===== src/shared/uimc_map.svh =====
// Purpose: Offsets, field positions, reset values and counts of the interrupt and modem control block.
// Assumes: Included by bare name from the design files.
// Notes:   Offsets select one register in a group of eight byte-wide registers.
`ifndef UIMC_MAP_SVH
`define UIMC_MAP_SVH

////////////////////////////////////////////////////////////////////////////////
// Register offsets.
`define UIMC_OFS_DATA      3'h0
`define UIMC_OFS_IEM       3'h1
`define UIMC_OFS_ISC       3'h2
`define UIMC_OFS_MCO       3'h4
`define UIMC_OFS_LINE      3'h5
`define UIMC_OFS_MSR       3'h6

////////////////////////////////////////////////////////////////////////////////
// Field positions.
`define UIMC_IEM_RDA       0
`define UIMC_IEM_THRE      1
`define UIMC_IEM_RLS       2
`define UIMC_IEM_MSI       3
`define UIMC_MCO_DTR       0
`define UIMC_MCO_RTS       1
`define UIMC_MCO_AUX1      2
`define UIMC_MCO_AUX2      3
`define UIMC_MCO_LOOP      4

////////////////////////////////////////////////////////////////////////////////
// Reset values, counts and shared pin function selects.
`define UIMC_IEM_RESET     4'h0
`define UIMC_MCO_RESET     5'h00
`define UIMC_TIMEOUT_CHARS 3'h4
`define UIMC_MF_AUX2       2'h0
`define UIMC_MF_BAUD       2'h1
`define UIMC_MF_RXREQ      2'h2

`endif


===== src/shared/uimc_pkg.sv =====
// Purpose: Types shared by the interrupt and modem control block.
// Assumes: Nothing.
// Notes:   Code values are the identification register's low nibble.
package uimc_pkg;

	typedef enum logic [3:0] {
		CODE_NONE  = 4'h1,
		CODE_RLS   = 4'h6,
		CODE_RDA   = 4'h4,
		CODE_TMO   = 4'hc,
		CODE_THRE  = 4'h2,
		CODE_MODEM = 4'h0
	} uimc_code_t;

	typedef struct packed {
		logic carrier;
		logic ring;
		logic dsr;
		logic cts;
	} uimc_modem_t;

endpackage


===== src/design/uimc_sync2.sv =====
// Purpose: Two flip-flop synchroniser for the pins of the block.
// Assumes: Inputs are asynchronous to mclk.
// Notes:   The first stage is read only by the second stage.
`timescale 1ns/100ps

module uimc_sync2 (
	input  wire logic       mclk,   // System clock.
	input  wire logic       rst,    // Asynchronous reset.
	input  wire logic [4:0] async,  // Raw pin levels.
	output logic      [4:0] sync    // Synchronised levels.
);

	logic [4:0] meta;

	always_ff @(posedge mclk or posedge rst) begin
		if (rst) begin
			meta <= 5'h1f;
			sync <= 5'h1f;
		end else begin
			meta <= async;
			sync <= meta;
		end
	end

endmodule


===== src/design/uimc_timeout.sv =====
// Purpose: Character timeout detector of the receive buffer.
// Assumes: char_tick is a one-cycle pulse per character time.
// Notes:   Any activity or an empty buffer restarts the count.
`timescale 1ns/100ps
`include "uimc_map.svh"

module uimc_timeout (
	input  wire logic mclk,      // System clock.
	input  wire logic rst,       // Asynchronous reset.
	input  wire logic enable,    // Buffered mode in effect.
	input  wire logic not_empty, // Receive buffer holds a character.
	input  wire logic activity,  // Character added or removed.
	input  wire logic char_tick, // One character time elapsed.
	output logic      timeout    // Timeout indication.
);

	logic [2:0] count;

	always_ff @(posedge mclk or posedge rst) begin
		if (rst) begin
			count <= 3'h0;
		end else if (!enable || !not_empty || activity) begin
			count <= 3'h0;
		end else if (char_tick && count != `UIMC_TIMEOUT_CHARS) begin
			count <= count + 3'h1;
		end
	end

	always_ff @(posedge mclk or posedge rst) begin
		if (rst) begin
			timeout <= 1'b0;
		end else begin
			timeout <= enable && not_empty && !activity && count == `UIMC_TIMEOUT_CHARS;
		end
	end

endmodule


===== src/design/uimc_core.sv =====
// Purpose: Interrupt prioritisation, enable gating and modem control outputs of one serial channel.
// Assumes: Receiver, transmitter and buffer status arrive as same-clock levels and pulses.
// Notes:   Reads of offsets that other blocks own return zero from this block.
`timescale 1ns/100ps
`include "uimc_map.svh"

module uimc_core import uimc_pkg::*; (
	input  wire logic       mclk,                 // System clock, 25 MHz.
	input  wire logic       rst,                  // Asynchronous reset, active high.
	input  wire logic [2:0] addr,                 // Register offset.
	input  wire logic [7:0] wdata,                // Write data.
	input  wire logic       wr,                   // Write strobe.
	input  wire logic       rd,                   // Read strobe.
	output logic      [7:0] rdata,                // Read data, cycle after rd.
	input  wire logic       buffered_mode_enable, // Buffer enable bit.
	input  wire logic       rx_error_event,       // Pulse: overrun, parity, framing or break.
	input  wire logic       rx_data_avail,        // Level: data ready or trigger reached.
	input  wire logic       rx_not_empty,         // Level: receive buffer holds data.
	input  wire logic       rx_fill_change,       // Pulse: character added to receive buffer.
	input  wire logic       char_time_tick,       // Pulse: one character time.
	input  wire logic       tx_holding_empty,     // Level: transmit holding empty.
	input  wire logic       tx_shift_out,         // Transmit shift register output.
	input  wire logic       serial_rx_pin,        // Serial input pin.
	input  wire logic       clear_send_n,         // Modem clear-to-send pin.
	input  wire logic       data_set_ready_n,     // Modem data-set-ready pin.
	input  wire logic       ring_in_n,            // Modem ring pin.
	input  wire logic       carrier_detect_in_n,  // Modem carrier pin.
	input  wire logic [1:0] mf_select,            // Shared pin function select.
	input  wire logic       baud_clock_out,       // Baud clock from the generator.
	input  wire logic       rx_dma_request_n,     // Receive-ready request level.
	output logic            irq_out,              // Interrupt output, active high.
	output logic            serial_tx_pin,        // Serial output pin.
	output logic            rx_shift_in,          // Receive shift register input.
	output logic            terminal_ready_n,     // Terminal-ready pin.
	output logic            request_send_n,       // Request-to-send pin.
	output logic            aux2_pin_n            // Shared aux, baud, receive-ready pin.
);

	////////////////////////////////////////////////////////////////////////////
	// Decoding.

	function automatic logic hit(input logic strobe, input logic [2:0] a, input logic [2:0] ofs);
		hit = strobe && (a == ofs);
	endfunction

	logic       wr_iem;
	logic       wr_mco;
	logic       wr_thr;
	logic       rd_isc;
	logic       rd_line;
	logic       rd_msr;
	logic       rd_rbr;

	assign wr_iem = hit(wr, addr, `UIMC_OFS_IEM);
	assign wr_mco = hit(wr, addr, `UIMC_OFS_MCO);
	assign wr_thr = hit(wr, addr, `UIMC_OFS_DATA);
	assign rd_isc = hit(rd, addr, `UIMC_OFS_ISC);
	assign rd_line = hit(rd, addr, `UIMC_OFS_LINE);
	assign rd_msr = hit(rd, addr, `UIMC_OFS_MSR);
	assign rd_rbr = hit(rd, addr, `UIMC_OFS_DATA);

	////////////////////////////////////////////////////////////////////////////
	// Software registers.

	logic [3:0] interrupt_enable_mask;
	logic [4:0] modem_control_outputs;
	logic       loop;

	always_ff @(posedge mclk or posedge rst) begin
		if (rst) begin
			interrupt_enable_mask <= `UIMC_IEM_RESET;
		end else if (wr_iem) begin
			interrupt_enable_mask <= wdata[3:0];
		end
	end

	always_ff @(posedge mclk or posedge rst) begin
		if (rst) begin
			modem_control_outputs <= `UIMC_MCO_RESET;
		end else if (wr_mco) begin
			modem_control_outputs <= wdata[4:0];
		end
	end

	assign loop = modem_control_outputs[`UIMC_MCO_LOOP];

	////////////////////////////////////////////////////////////////////////////
	// Pin synchronisers.

	logic [4:0]  pins_sync;
	logic        rx_sync;
	uimc_modem_t mdm_pins;
	uimc_modem_t mdm_now;
	uimc_modem_t mdm_prev;

	uimc_sync2 u_sync (
		.mclk    (mclk),
		.rst     (rst),
		.async   ({serial_rx_pin, carrier_detect_in_n, ring_in_n, data_set_ready_n, clear_send_n}),
		.sync    (pins_sync)
	);

	assign rx_sync  = pins_sync[4];
	assign mdm_pins = ~pins_sync[3:0];

	// Loopback swaps the pins for the control bits.
	always_comb begin
		if (loop) begin
			mdm_now.cts = modem_control_outputs[`UIMC_MCO_RTS];
			mdm_now.dsr = modem_control_outputs[`UIMC_MCO_DTR];
			mdm_now.ring    = modem_control_outputs[`UIMC_MCO_AUX1];
			mdm_now.carrier = modem_control_outputs[`UIMC_MCO_AUX2];
		end else begin
			mdm_now = mdm_pins;
		end
	end

	////////////////////////////////////////////////////////////////////////////
	// Modem status change flags.

	logic [3:0] msr_delta;
	logic [3:0] next_delta_events;

	always_ff @(posedge mclk or posedge rst) begin
		if (rst) begin
			mdm_prev <= 4'h0;
		end else begin
			mdm_prev <= mdm_now;
		end
	end

	always_comb begin
		next_delta_events[0] = mdm_now.cts ^ mdm_prev.cts;
		next_delta_events[1] = mdm_now.dsr ^ mdm_prev.dsr;
		next_delta_events[2] = mdm_prev.ring & ~mdm_now.ring;
		next_delta_events[3] = mdm_now.carrier ^ mdm_prev.carrier;
	end

	// A change in the cycle of the status read still sets its flag.
	always_ff @(posedge mclk or posedge rst) begin
		if (rst) begin
			msr_delta <= 4'h0;
		end else begin
			msr_delta <= (rd_msr ? 4'h0 : msr_delta) | next_delta_events;
		end
	end

	////////////////////////////////////////////////////////////////////////////
	// Interrupt sources.

	logic       rls_flag;
	logic       thre_flag;
	logic       thre_prev;
	logic       tmo;
	uimc_code_t code;
	uimc_code_t next_code;

	always_ff @(posedge mclk or posedge rst) begin
		if (rst) begin
			rls_flag <= 1'b0;
		end else begin
			rls_flag <= (rls_flag && !rd_line) || rx_error_event;
		end
	end

	always_ff @(posedge mclk or posedge rst) begin
		if (rst) begin
			thre_prev <= 1'b0;
		end else begin
			thre_prev <= tx_holding_empty;
		end
	end

	always_ff @(posedge mclk or posedge rst) begin
		if (rst) begin
			thre_flag <= 1'b0;
		end else begin
			thre_flag <= (thre_flag && !wr_thr && !(rd_isc && code == CODE_THRE))
				|| (tx_holding_empty && !thre_prev);
		end
	end

	uimc_timeout u_timeout (
		.mclk      (mclk),
		.rst       (rst),
		.enable    (buffered_mode_enable),
		.not_empty (rx_not_empty),
		.activity  (rx_fill_change || rd_rbr),
		.char_tick (char_time_tick),
		.timeout   (tmo)
	);

	////////////////////////////////////////////////////////////////////////////
	// Prioritisation.

	always_comb begin
		if (interrupt_enable_mask[`UIMC_IEM_RLS] && rls_flag) begin
			next_code = CODE_RLS;
		end else if (interrupt_enable_mask[`UIMC_IEM_RDA] && rx_data_avail) begin
			next_code = CODE_RDA;
		end else if (interrupt_enable_mask[`UIMC_IEM_RDA] && tmo && buffered_mode_enable) begin
			next_code = CODE_TMO;
		end else if (interrupt_enable_mask[`UIMC_IEM_THRE] && thre_flag) begin
			next_code = CODE_THRE;
		end else if (interrupt_enable_mask[`UIMC_IEM_MSI] && (|msr_delta)) begin
			next_code = CODE_MODEM;
		end else begin
			next_code = CODE_NONE;
		end
	end

	// The reported code and the output hold for the read cycle.
	always_ff @(posedge mclk or posedge rst) begin
		if (rst) begin
			code <= CODE_NONE;
		end else if (!rd_isc) begin
			code <= next_code;
		end
	end

	always_ff @(posedge mclk or posedge rst) begin
		if (rst) begin
			irq_out <= 1'b0;
		end else if (!rd_isc) begin
			irq_out <= next_code != CODE_NONE;
		end
	end

	////////////////////////////////////////////////////////////////////////////
	// Read data.

	always_ff @(posedge mclk or posedge rst) begin
		if (rst) begin
			rdata <= 8'h00;
		end else if (rd) begin
			case (addr)
				`UIMC_OFS_IEM: begin
					rdata <= {4'h0, interrupt_enable_mask};
				end
				`UIMC_OFS_ISC: begin
					rdata <= {{2{buffered_mode_enable}}, 2'b00, code[3] && buffered_mode_enable, code[2:0]};
				end
				`UIMC_OFS_MCO: begin
					rdata <= {3'h0, modem_control_outputs};
				end
				`UIMC_OFS_MSR: begin
					rdata <= {mdm_now, msr_delta};
				end
				default: begin
					rdata <= 8'h00;
				end
			endcase
		end else begin
			rdata <= 8'h00;
		end
	end

	////////////////////////////////////////////////////////////////////////////
	// Pins.

	always_ff @(posedge mclk or posedge rst) begin
		if (rst) begin
			terminal_ready_n <= 1'b1;
			request_send_n   <= 1'b1;
		end else begin
			terminal_ready_n <= loop || !modem_control_outputs[`UIMC_MCO_DTR];
			request_send_n   <= loop || !modem_control_outputs[`UIMC_MCO_RTS];
		end
	end

	always_ff @(posedge mclk or posedge rst) begin
		if (rst) begin
			aux2_pin_n <= 1'b1;
		end else begin
			case (mf_select)
				`UIMC_MF_AUX2: begin
					aux2_pin_n <= loop || !modem_control_outputs[`UIMC_MCO_AUX2];
				end
				`UIMC_MF_BAUD: begin
					aux2_pin_n <= baud_clock_out;
				end
				`UIMC_MF_RXREQ: begin
					aux2_pin_n <= rx_dma_request_n;
				end
				default: begin
					aux2_pin_n <= 1'b1;
				end
			endcase
		end
	end

	always_ff @(posedge mclk or posedge rst) begin
		if (rst) begin
			serial_tx_pin <= 1'b1;
			rx_shift_in   <= 1'b1;
		end else begin
			serial_tx_pin <= loop || tx_shift_out;
			rx_shift_in   <= loop ? tx_shift_out : rx_sync;
		end
	end
endmodule


===== config.mk =====
export PLATFORM = sky130hd
export DESIGN_NAME = uimc_core
export DESIGN_NICKNAME = d
export VERILOG_FILES = /design/src/shared/uimc_pkg.sv /design/src/design/uimc_sync2.sv /design/src/design/uimc_timeout.sv /design/src/design/uimc_core.sv
export VERILOG_INCLUDE_DIRS = /design/src /design/src/shared
export SDC_FILE = /design/constraint.sdc
export NUM_CORES = 1
export LEC_CHECK = 0
export ABC_CLOCK_PERIOD_IN_PS = 1300
export BUFFER_PORTS_ARGS = -buffer_cell sky130_fd_sc_hd__buf_2
export CORE_AREA = 5 5 74 76
export CTS_CLUSTER_DIAMETER = 120
export CTS_CLUSTER_SIZE = 20
export DETAILED_ROUTE_END_ITERATION = 7
export DIE_AREA = 0 0 79 81
export PLACE_DENSITY = 0.7
export SYNTH_ARGS = -nofsm -noshare
export SYNTH_HDL_FRONTEND = slang
export SYNTH_SLANG_ARGS = --single-unit

===== constraint.sdc =====
create_clock -name mclk -period 1.3 [get_ports mclk]
set_input_delay 0 -clock mclk [delete_from_list [all_inputs] [get_ports mclk]]
set_output_delay 0 -clock mclk [all_outputs]
set_load 0.1 [all_outputs]

==> reports/metrics.yaml, run 1 <==
timing:
  period_minus_slack_ns: 1.25
  finalCritPeriodShare_pct: 95.9
  grt_setup_unrepaired: "no"
  setup_slack_ns: 0.0532
  slew_viol_final: 0
  tightest_slew_ns: 0.486
  finalHoldViolCount: 0
  slew_headroom_pct: 67.8
  setup_viol: 0
  skew_ns: 0.0106
  finalSetupTns_ns: 0
  max_freq_ghz: 0.802
synth:
  syn_inst: 184
  ys_seq_area_share_pct: 58.7
  synth_area_per_cell_sq_um: 12.2
  ys.flop_type: "dfrtp_1"
  synth.net_count: 218
  ys_types: 47
  synth-edff-count: 0
  syn_area_sq_mm: 0.00225
  synthArstFlopShare_pct: 100
  yosysWarningCount: 0
  ys_ff_latch: 52
clock_tree:
  numCtsBuffers: 5
  cts_root_buf: "clkbuf_8"
  clk_pin_slew_ns: 0.10
  clk_latency_ns: 0.31
  ctsLongestPathBuffers: 2
  cts.sinks: 52
  htreeDepth: 2
  cts_tree: "built"
place:
  port_buffers: 42
  place_congestion: 0.788
  dp_slack_ns: -0.0802
  dpl_cell_area_sq_mm: 0.00255
  place_hpwl_mm: 3.05
power_and_ir_drop:
  leakagePower_nw: 1.30
  p_sw_share_pct: 32.7
  p_int_mw: 2.72
  pwr_density_cell_mw_per_mm2: 1400
  pwr-share-seq_pct: 49.8
  ir_drop_mv: 0.927
  p_sw_mw: 1.32
  power_mw: 4.04
  comb_power_share_pct: 24.2
  power_frac_clock_pct: 26.0
worst_setup_path:
  crit_path_max_fanout: 1
  reg2reg_from: "modem_control_outputs[4]$_DFFE_PP0P_"
  r2r_cells: 3
  crit_family: "flip-flops"
  setup.worst_path.end_class: "output pin"
  worstSetupStartpoint: "terminal_ready_n$_DFF_PP1_"
  critPathSlowestCell: "dfstp_2"
  r2r-end: "msr_delta[1]$_DFF_PP0_"
  crit_type: "reg -> out"
  cp_data_required_time_ns: 1.30
  reg2reg_slack_ns: 0.09
  cp-start-kind: "flop"
  worst-path-buf-inv: 1
  path_cells: "buf_2"
  cp.depth: 1
  endpoint: "terminal_ready_n"
  cpPeakStageDelay_ns: 0.52
  worst_ep_arrival_time_ns: 1.25
finish:
  drive_above_1_share_pct: 35.3
  n_antenna_cell: 0
  fillers: 393
  utilization_pct: 62.1
  finalInstanceArea_sq_mm: 0.00289
  area_delta_synth_final_pct: 28.4
  fin_nets: 288
routing:
  viasPerCell: 5.16
  drt_first_pass_iters: 4
  wirelength_mm: 4.52
  drc: 0
  drtIter0Drc: 148
  wl_per_cell_um: 14.6
  antenna_left: 0
  dr_total_vias: 1593
floorplan:
  rows: 25
  coreArea_sq_mm: 0.00466
  chipHeight_um: 81
  io_pins: 46
  fp.dieArea_sq_mm: 0.00640
  initial_core_util_pct: 48.3
  fp.dieW_um: 79
global_route:
  grt_antenna_before_repair: 0
  grt_max_degree: 53
  grt_pass1_vias: 1629
  grtUsageTotal_pct: 15.5
  grt-ovfl-total: 0
  grt_pass1_wl_mm: 7.69
flow_run:
  maxCapViolations: 0
hold_path:
  min_path_type: "in -> reg"
run_status:
  outcome: "completed"
## cells in the final DEF, fill, tap and decap left out, types with 3 or more instances in the layout
cell type      netlist  routed
nand3_1              4       4
dfrtp_1             36      36
a31oi_1              3       3
nand3b_1             7       7
a21o_1               7       7
buf_2                5      39
mux2_1               9       9
dlygate4sd3_1        0      21
mux2_2               5       5
clkbuf_8             0       5
dfstp_2             16      16
a21oi_1              9       9
nand2b_1             6       6
inv_1                5       4
nor2_1               8       8
nand2_1             15      15
nor2b_1              4       4
o21ai_0              4       4
buf_4                2       6
clkbuf_4             0       3
nand4b_1             4       4
## registers in the layout (all words and copies together), names as in the netlist, 3 cells and up
register and count:
rdata 8, modem_control_outputs 5, mdm_prev 4, interrupt_enable_mask 4, u_sync.meta 5, u_sync.sync 5, u_timeout.count 3, code 4
msr_delta 4
## metrics by stage
step / hold slack [ns] / cells
finish: 0.0242 / 309
global route: 0.0380 / 309
CTS: 0.0182 / 309
detailed placement: 0.0654 / 280
global placement: 0.0622 / 280
floorplan: 0.00448 / 184
## worst min-delay path by stage
stage	startpoint	endpoint	depth (start not counted)
6_report	mf_select[0]	aux2_pin_n$_DFF_PP1_	3
5_1_grt	buffered_mode_enable	code[3]$_DFFE_PP0N_	3
4_1_cts	mf_select[0]	aux2_pin_n$_DFF_PP1_	3
3_5_place_dp	rst	u_timeout.count[0]$_DFFE_PP0P_	3
3_3_place_gp	rst	u_timeout.count[1]$_DFFE_PP0P_	3
2_1_floorplan	clear_send_n	u_sync.meta[0]$_DFF_PP1_	0
## area by class of cell
class	count	area [sq um]	area share [%]
multi-input cells	120	883	30.5
clock inverters	2	15.0	0.519
repair buffers	70	493	17.0
flip-flops and latches	52	1320	45.7
inverters	5	18.8	0.649
well taps	54	67.6	2.34
clock buffers	6	93.8	3.24
## power groups by stage
stage	registers [mW]	logic (mW)	clock network, mW
final	2.01	0.975	1.05
after global routing	2.04	1.05	1.16
after CTS	2.01	0.970	1.07
after detailed placement	2.04	0.918	0
after global placement	2.03	0.904	0
after floorplan	2.31	0.405	0
## synthesized netlist by cell type, types with 3 or more instances
master,count,area [sq um]
buf_2,5,25.0
a21oi_1,9,45.0
dfrtp_1,36,901
nand2_1,15,56.3
nor2b_1,4,25.0
inv_1,5,18.8
o21ai_0,4,20.0
mux2_1,9,101
dfstp_2,16,420
mux2_2,5,56.3
nand4b_1,4,35.0
a31oi_1,3,18.8
nor2_1,8,30.0
nand3b_1,7,52.6
nand2b_1,6,37.5
nand3_1,4,20.0
a21o_1,7,52.6
## timing repair
item	CTS	global route
buffers inserted	0	0
endpoints found under the setup margin	2	5
hold buffers	21	0
hold endpoints to repair	77	0
resized for setup	1	5
cloned	0	0
## metal layers
layer	global-route usage (%)	wire length, um	vias up
met1	20.3	2110	766
li1	-	-	791
met2	25.3	2150	31
met3	4.55	210	5
met5	0	0	-
met4	4.30	42	0
## cell families (layout without fill, tap and decap cells)
family	after synthesis	count (layout)	synth area share (%)
compound gates	34	34	10.1
xor+xnor	1	1	0.389
fa+ha+maj	2	2	1.11
buf+inv	12	83	2.61
flops	52	52	58.7
mux	16	16	7.89
simple gates	67	67	19.3
## worst min-delay path, delay by kind of cell
family | cells | cell delay, ns
mux | 1 | 0.13
compound gates | 1 | 0.09
buf+inv | 1 | 0.11
No activity file was read; power rests on OpenSTA's default activity.
==> run 2: changes to the inputs <==
- ABC_AREA: unset -> 1
- CORE_AREA: 5 5 74 76 -> 5 5 75 77
- DIE_AREA: 0 0 79 81 -> 0 0 80 82
- PLACE_DENSITY: 0.7 -> 0.68
==> run 2 against run 1 <==
Effect of this change: utilization shrank 4.5 points; final cell count grew 26%; flip-flop and latch count is the same; wire length shrank 2.9%; first-iteration DRC count shrank 11%.
==> reports/metrics.yaml, run 2 <==
routing:
  drtIter0Drc: 132  # was 148
  wirelength_mm: 4.39  # was 4.52 mm
  wl_per_cell_um: 11.3  # was 14.6 um
  dr_total_vias: 1771  # was 1593
  viasPerCell: 4.56  # was 5.16
  antenna_left: 0  # unchanged
  drt_first_pass_iters: 4  # unchanged
  drc: 0  # unchanged
worst_setup_path:
  cp-start-kind: "flop"  # unchanged
  worst_ep_arrival_time_ns: 1.25  # about the same
  cp_data_required_time_ns: 1.30  # about the same
  cpPeakStageDelay_ns: 0.53  # was 0.52 ns
  crit_type: "reg -> out"  # unchanged
  setup.worst_path.end_class: "output pin"  # unchanged
  path_cells: "buf_2"  # unchanged
  worst-path-buf-inv: 1  # unchanged
  crit_path_max_fanout: 1  # unchanged
  critPathSlowestCell: "dfstp_2"  # unchanged
  crit_family: "flip-flops"  # unchanged
clock_tree:
  numCtsBuffers: 5  # unchanged
  htreeDepth: 2  # unchanged
  ctsLongestPathBuffers: 2  # unchanged
  clk_latency_ns: 0.30  # was 0.31 ns
  clk_pin_slew_ns: 0.09  # was 0.10 ns
  cts_tree: "built"  # unchanged
  cts_root_buf: "clkbuf_8"  # unchanged
  cts.sinks: 52  # unchanged
  cts_setup_buffers: 0  # unchanged
finish:
  largest_reg_flops: 8  # unchanged
  layout_commonest_cell: "nand2_1"  # was buf_2
  n_antenna_cell: 0  # unchanged
  drive_above_1_share_pct: 26.7  # was 35.3%
  regMostFlops: "rdata"  # unchanged
  fillers: 475  # was 393
  area_delta_synth_final_pct: 28.1  # was 28.4%
  fin_nets: 351  # was 288
  multi_input_area_sq_um: 774  # was 883 sq um
  seq_area_sq_mm: 0.00132  # about the same
  utilization_pct: 57.6  # was 62.1%
  most-common-layout-cells: "nand2_1, buf_2, dfrtp_1"  # was buf_2, dfrtp_1, dlygate4sd3_1
synth:
  yosysMostFrequentCell: "nand2_1"  # was dfrtp_1
  syn_area_sq_mm: 0.00222  # was 0.00225 sq mm
  ys_ff_latch: 52  # unchanged
  synth.net_count: 281  # was 218
  yosysWarningCount: 0  # unchanged
  synth-edff-count: 0  # unchanged
  synthTopCellsByCount: "nand2_1, dfrtp_1, nor2_1"  # was dfrtp_1, dfstp_2, nand2_1
  synth_area_per_cell_sq_um: 9.00  # was 12.2 sq um
  yosys-top-cells-area: "dfrtp_1, dfstp_2, nand2_1, nand3_1, nor2_1"  # was dfrtp_1, dfstp_2, mux2_1, mux2_2, nand2_1
  synth_top_cell_by_area: "dfrtp_1"  # unchanged
  synthArstFlopShare_pct: 100  # unchanged
  ys_types: 26  # was 47
  syn_inst: 247  # was 184
  synth_top_area_share_pct: 40.5  # was 40.0%
  ys.flop_type: "dfrtp_1"  # unchanged
  ys_seq_area_share_pct: 59.5  # was 58.7%
run_status:
  outcome: "completed"  # unchanged
timing:
  setup_viol: 0  # unchanged
  period_minus_slack_ns: 1.25  # about the same
  max_freq_ghz: 0.802  # about the same
  tightest_slew_ns: 0.487  # was 0.486 ns
  hold-worst-slack_ns: 0.00415  # was 0.0242 ns
  finalHoldViolCount: 0  # unchanged
  finalCritPeriodShare_pct: 95.9  # about the same
  skew_ns: 0.00942  # was 0.0106 ns
  grt_setup_unrepaired: "yes"  # was no
  slew_viol_final: 0  # unchanged
  slew_headroom_pct: 67.7  # was 67.8%
power_and_ir_drop:
  comb_power_share_pct: 24.1  # was 24.2%
  pwr-share-seq_pct: 51.2  # was 49.8%
  leakagePower_nw: 1.43  # was 1.30 nW
  ir_drop_mv: 0.719  # was 0.927 mV
  pwr_density_cell_mw_per_mm2: 1350  # was 1400 mW/mm^2
  p_int_mw: 2.50  # was 2.72 mW
  power_frac_clock_pct: 24.8  # was 26.0%
  p_sw_share_pct: 34.7  # was 32.7%
  p_sw_mw: 1.33  # was 1.32 mW
place:
  place_congestion: 0.799  # was 0.788
  port_buffers: 42  # unchanged
  place_hpwl_mm: 3.16  # was 3.05 mm
global_route:
  grt-ovfl-total: 0  # unchanged
  grtUsageTotal_pct: 15.2  # was 15.5%
  grt_antenna_before_repair: 0  # unchanged
  grt_pass1_wl_mm: 7.65  # was 7.69 mm
  grt_pass1_vias: 1689  # was 1629
  grt_max_degree: 53  # unchanged
flow_run:
  maxCapViolations: 0  # unchanged
floorplan:
  fp.dieArea_sq_mm: 0.00656  # was 0.00640 sq mm
  chipHeight_um: 82  # was 81 um
  coreArea_sq_mm: 0.00494  # was 0.00466 sq mm
  initial_core_util_pct: 44.9  # was 48.3%
  rows: 26  # was 25
  io_pins: 46  # unchanged
  fp.dieW_um: 80  # was 79 um
hold_path:
  min_path_type: "in -> reg"  # unchanged
==> run 2: final timing paths <==
path,start,end,slack (ns),depth (start not counted)
max in group asynchronous,rst,code[0]$_DFFE_PP1N_,0.74,4
setup / recovery,request_send_n$_DFF_PP1_,request_send_n,0.05,1
min in group asynchronous,rst,u_timeout.count[1]$_DFFE_PP0P_,0.26,4
setup reg to reg,u_timeout.count[0]$_DFFE_PP0P_,u_timeout.count[2]$_DFFE_PP0P_,0.11,7
hold reg to reg,u_sync.meta[3]$_DFF_PP1_,u_sync.sync[3]$_DFF_PP1_,0.36,0
hold / removal,wr,modem_control_outputs[4]$_DFFE_PP0P_,0.004,3
==> run 2: final cells by class <==
| type | count | area share [%] |
|---|---|---|
| well taps | 70 | 3.08 |
| multi-input cells | 162 | 27.2 |
| inverters | 29 | 3.82 |
| clock inverters | 3 | 0.835 |
| clock buffers | 5 | 2.42 |
| repair buffers | 67 | 16.2 |
| flip-flops and latches | 52 | 46.5 |
==> run 2: cells by family (layout without fill, tap and decap cells) <==
logic type	after synthesis	after routing	synth area share, %
AND/OR/NAND/NOR	135	135	27.2
buffers and inverters	33	104	6.31
flip-flops	52	52	59.5
XOR/XNOR	1	1	0.394
AO/OA/AOI/OAI	24	24	5.52
adder cells (fa/ha/maj)	2	2	1.13
==> run 2: power groups by stage <==
stage               logic [mW]  clock network, mW  registers (mW)
CTS                      0.926              0.978            1.96
global route              1.02               1.04            1.99
detailed placement       0.877                  0            1.99
global placement         0.867                  0            1.98
finish                   0.922              0.949            1.96
floorplan                0.340                  0            2.29
==> run 2: worst min-delay path, stage by stage <==
cell     delay [ns]
buf_2          0.14
nand3_1        0.09
nand2_1        0.05
==> run 2: what timing repair did <==
item | 4_1_cts | 5_1_grt
pin swaps | 0 | 1
setup endpoints to repair | 3 | 4
gates resized for setup | 1 | 3
hold buffers | 20 | 0
endpoints found under the hold margin | 72 | 0
==> run 2: layer usage <==
| metal | vias to the layer above | part of all wire [%] | global-route usage, % |
|---|---|---|---|
| met5 | - | 0 | 0 |
| li1 | 914 | - | - |
| met4 | 0 | 1.7 | 6.08 |
| met3 | 8 | 3.7 | 2.96 |
| met1 | 812 | 47 | 20.2 |
| met2 | 37 | 48 | 24.3 |
==> run 2: metrics by stage <==
| stage | instance area, sq um | TNS [ns] | std cells | power [mW] | setup WS (ns) |
|---|---|---|---|---|---|
| 5_1_grt | 2850 | -0.00994 | 388 | 4.05 | -0.00994 |
| 4_1_cts | 2840 | 0 | 388 | 3.86 | 0.0220 |
| 3_3_place_gp | 2540 | 0 | 360 | 2.85 | 0.0465 |
| 6_report | 2850 | 0 | 388 | 3.83 | 0.0538 |
| 2_1_floorplan | 2220 | 0 | 247 | 2.63 | 0.0686 |
| 3_5_place_dp | 2540 | -0.0990 | 360 | 2.87 | -0.0504 |
==> run 3: changes to the inputs <==
- CORE_AREA: 5 5 75 77 -> 5 5 112 61
- DIE_AREA: 0 0 80 82 -> 0 0 117 66
- GPL_ROUTABILITY_DRIVEN: unset -> 0
- PLACE_DENSITY: 0.68 -> 0.59
==> run 3 against run 2 <==
Effect of this change: die area increased by 18%; via count increased by 2.9%; power is 12% higher; wire length rose by 14%; sequential share of layout area down 1.4 points; hold slack better by 0.0050 ns; critical path type unchanged.
==> reports/metrics.yaml, run 3 (synthesis results as in run 2) <==
timing:
  grt_setup_unrepaired: "no"  # was yes
  slew_headroom_pct: 67.4  # was 67.7%
  max_freq_ghz: 0.805  # was 0.802 GHz
  tightest_slew_ns: 0.493  # was 0.487 ns
  skew_ns: 0.00465  # was 0.00942 ns
  setup_viol: 0  # unchanged
  hold-worst-slack_ns: 0.00910  # was 0.00415 ns
  slew_viol_final: 0  # unchanged
  finalSetupTns_ns: 0  # unchanged
  finalHoldViolCount: 0  # unchanged
  period_minus_slack_ns: 1.24  # was 1.25 ns
  finalCritPeriodShare_pct: 95.6  # was 95.9%
finish:
  area_delta_synth_final_pct: 32.1  # was 28.1%
  drive_above_1_share_pct: 28.0  # was 26.7%
  layout_commonest_cell: "nand2_1"  # unchanged
  finalInstanceArea_sq_mm: 0.00294  # was 0.00285 sq mm
  most-common-layout-cells: "nand2_1, buf_2, dfrtp_1"  # unchanged
  seq_area_sq_mm: 0.00132  # unchanged
  fin_nets: 354  # was 351
  fillers: 554  # was 475
  largest_reg_flops: 8  # unchanged
  n_antenna_cell: 0  # unchanged
  fin_cells: 398  # was 388
  regMostFlops: "rdata"  # unchanged
  multi_input_area_sq_um: 778  # was 774 sq um
worst_setup_path:
  setup.worst_path.end_class: "output pin"  # unchanged
  r2r-end: "msr_delta[0]$_DFF_PP0_"  # was u_timeout.count[2]$_DFFE_PP0P_
  crit_type: "reg -> out"  # unchanged
  r2r_cells: 5  # was 7
  crit_family: "flip-flops"  # unchanged
  crit_path_max_fanout: 1  # unchanged
  reg2reg_slack_ns: 0.12  # was 0.11 ns
  reg2reg_from: "modem_control_outputs[4]$_DFFE_PP0P_"  # was u_timeout.count[0]$_DFFE_PP0P_
  worst-path-buf-inv: 1  # unchanged
  path_cells: "buf_2"  # unchanged
  worst_ep_arrival_time_ns: 1.24  # was 1.25 ns
  cpPeakStageDelay_ns: 0.53  # about the same
  cp_data_required_time_ns: 1.30  # about the same
  cp-start-kind: "flop"  # unchanged
  critPathSlowestCell: "dfstp_2"  # unchanged
routing:
  drtIter0Drc: 118  # was 132
  wirelength_mm: 5.01  # was 4.39 mm
  antenna_left: 0  # unchanged
  viasPerCell: 4.58  # was 4.56
  drc: 0  # unchanged
  dr_total_vias: 1822  # was 1771
  drt_first_pass_iters: 4  # unchanged
  wl_per_cell_um: 12.6  # was 11.3 um
global_route:
  grt-ovfl-total: 0  # unchanged
  grt_pass1_vias: 1766  # was 1689
  grt_pass1_wl_mm: 8.65  # was 7.65 mm
  grtUsageTotal_pct: 14.7  # was 15.2%
  grt_max_degree: 53  # unchanged
  grt_antenna_before_repair: 0  # unchanged
flow_run:
  maxCapViolations: 0  # unchanged
power_and_ir_drop:
  ir_drop_mv: 0.748  # was 0.719 mV
  power_mw: 4.27  # was 3.83 mW
  p_sw_mw: 1.42  # was 1.33 mW
  leakagePower_nw: 1.47  # was 1.43 nW
  p_int_mw: 2.85  # was 2.50 mW
  p_sw_share_pct: 33.2  # was 34.7%
  power_frac_clock_pct: 31.3  # was 24.8%
  comb_power_share_pct: 22.8  # was 24.1%
  pwr_density_cell_mw_per_mm2: 1460  # was 1350 mW/mm^2
  pwr-share-seq_pct: 45.9  # was 51.2%
run_status:
  outcome: "completed"  # unchanged
clock_tree:
  cts_tree: "built"  # unchanged
  ctsLongestPathBuffers: 2  # unchanged
  htreeDepth: 2  # unchanged
  cts_root_buf: "clkbuf_16"  # was clkbuf_8
  cts.sinks: 52  # unchanged
  cts_setup_buffers: 0  # unchanged
  numCtsBuffers: 5  # unchanged
  clk_pin_slew_ns: 0.07  # was 0.09 ns
  clk_latency_ns: 0.29  # was 0.30 ns
hold_path:
  hold_start: "wr"  # unchanged
  hold_depth: 3  # unchanged
  min_path_type: "in -> reg"  # unchanged
  hold_end: "modem_control_outputs[4]$_DFFE_PP0P_"  # unchanged
floorplan:
  fp.dieArea_sq_mm: 0.00772  # was 0.00656 sq mm
  fp.dieW_um: 117  # was 80 um
  coreArea_sq_mm: 0.00581  # was 0.00494 sq mm
  rows: 20  # was 26
  initial_core_util_pct: 38.3  # was 44.9%
  chipHeight_um: 66  # was 82 um
  io_pins: 46  # unchanged
place:
  place_hpwl_mm: 3.71  # was 3.16 mm
  dpl_cell_area_sq_mm: 0.00258  # was 0.00254 sq mm
  port_buffers: 42  # unchanged
  dp_cells: 371  # was 360
## run 3: cell types whose count changed in the layout (fill, tap and decap cells not counted)
cell | previous run | this run
clkbuf_16 | 0 | 5
clkbuf_8 | 5 | 0
buf_4 | 4 | 8
inv_6 | 0 | 2
dlygate4sd3_1 | 20 | 19
inv_4 | 2 | 1
inv_8 | 1 | 0
o21ai_1 | 3 | 2
o21ai_2 | 0 | 1
## run 3: layout make-up
cell class | instances | share of cell area (%)
well taps | 77 | 3.28
repair buffers | 70 | 16.4
inverters | 29 | 3.71
flip-flops and latches | 52 | 45.1
clock buffers | 5 | 4.26
clock inverters | 3 | 0.810
multi-input cells | 162 | 26.5
## run 3: routing by layer
layer	global-route usage, %	part of all wire (%)	up-vias
met5	0	0	-
met2	20.2	40	48
li1	-	-	929
met3	3.75	5.9	7
met1	22.6	53	838
met4	3.86	1.1	0
## run 3: power by group through the flow
stage | clock, mW | sequential [mW] | combinational (mW)
after global routing | 1.46 | 1.99 | 1.08
after floorplan | 0 | 2.29 | 0.340
after global placement | 0 | 1.98 | 0.916
final | 1.34 | 1.96 | 0.975
after detailed placement | 0 | 1.98 | 0.929
after CTS | 1.38 | 1.96 | 0.975
## run 3: through the flow
step / setup slack (ns) / util, %
6_report: 0.0578 / 50.6
2_1_floorplan: 0.0686 / -
4_1_cts: 0.0525 / 50.3
3_3_place_gp: 0.0250 / 44.4
5_1_grt: 0.0335 / 50.6
3_5_place_dp: -0.0299 / 44.4
## run 3: how the worst max path moves through the flow
stage                                     end                            from  cells past startpoint  slack (ns)
6_report                        serial_tx_pin         serial_tx_pin$_DFF_PP1_                      1        0.06
5_1_grt                      terminal_ready_n      terminal_ready_n$_DFF_PP1_                      1        0.03
4_1_cts        u_timeout.count[0]$_DFFE_PP0P_  u_timeout.count[0]$_DFFE_PP0P_                      5        0.05
3_5_place_dp   u_timeout.count[1]$_DFFE_PP0P_  u_timeout.count[0]$_DFFE_PP0P_                      7       -0.03
3_3_place_gp   u_timeout.count[1]$_DFFE_PP0P_  u_timeout.count[0]$_DFFE_PP0P_                      7        0.02
2_1_floorplan             code[1]$_DFFE_PP0N_                             rst                      1        0.07
## run 3: timing repair
action	4_1_cts	5_1_grt
endpoints found under the hold margin	53	0
endpoints found under the setup margin	3	5
hold buffers	19	0
pin swaps	0	1
gates resized for setup	1	4
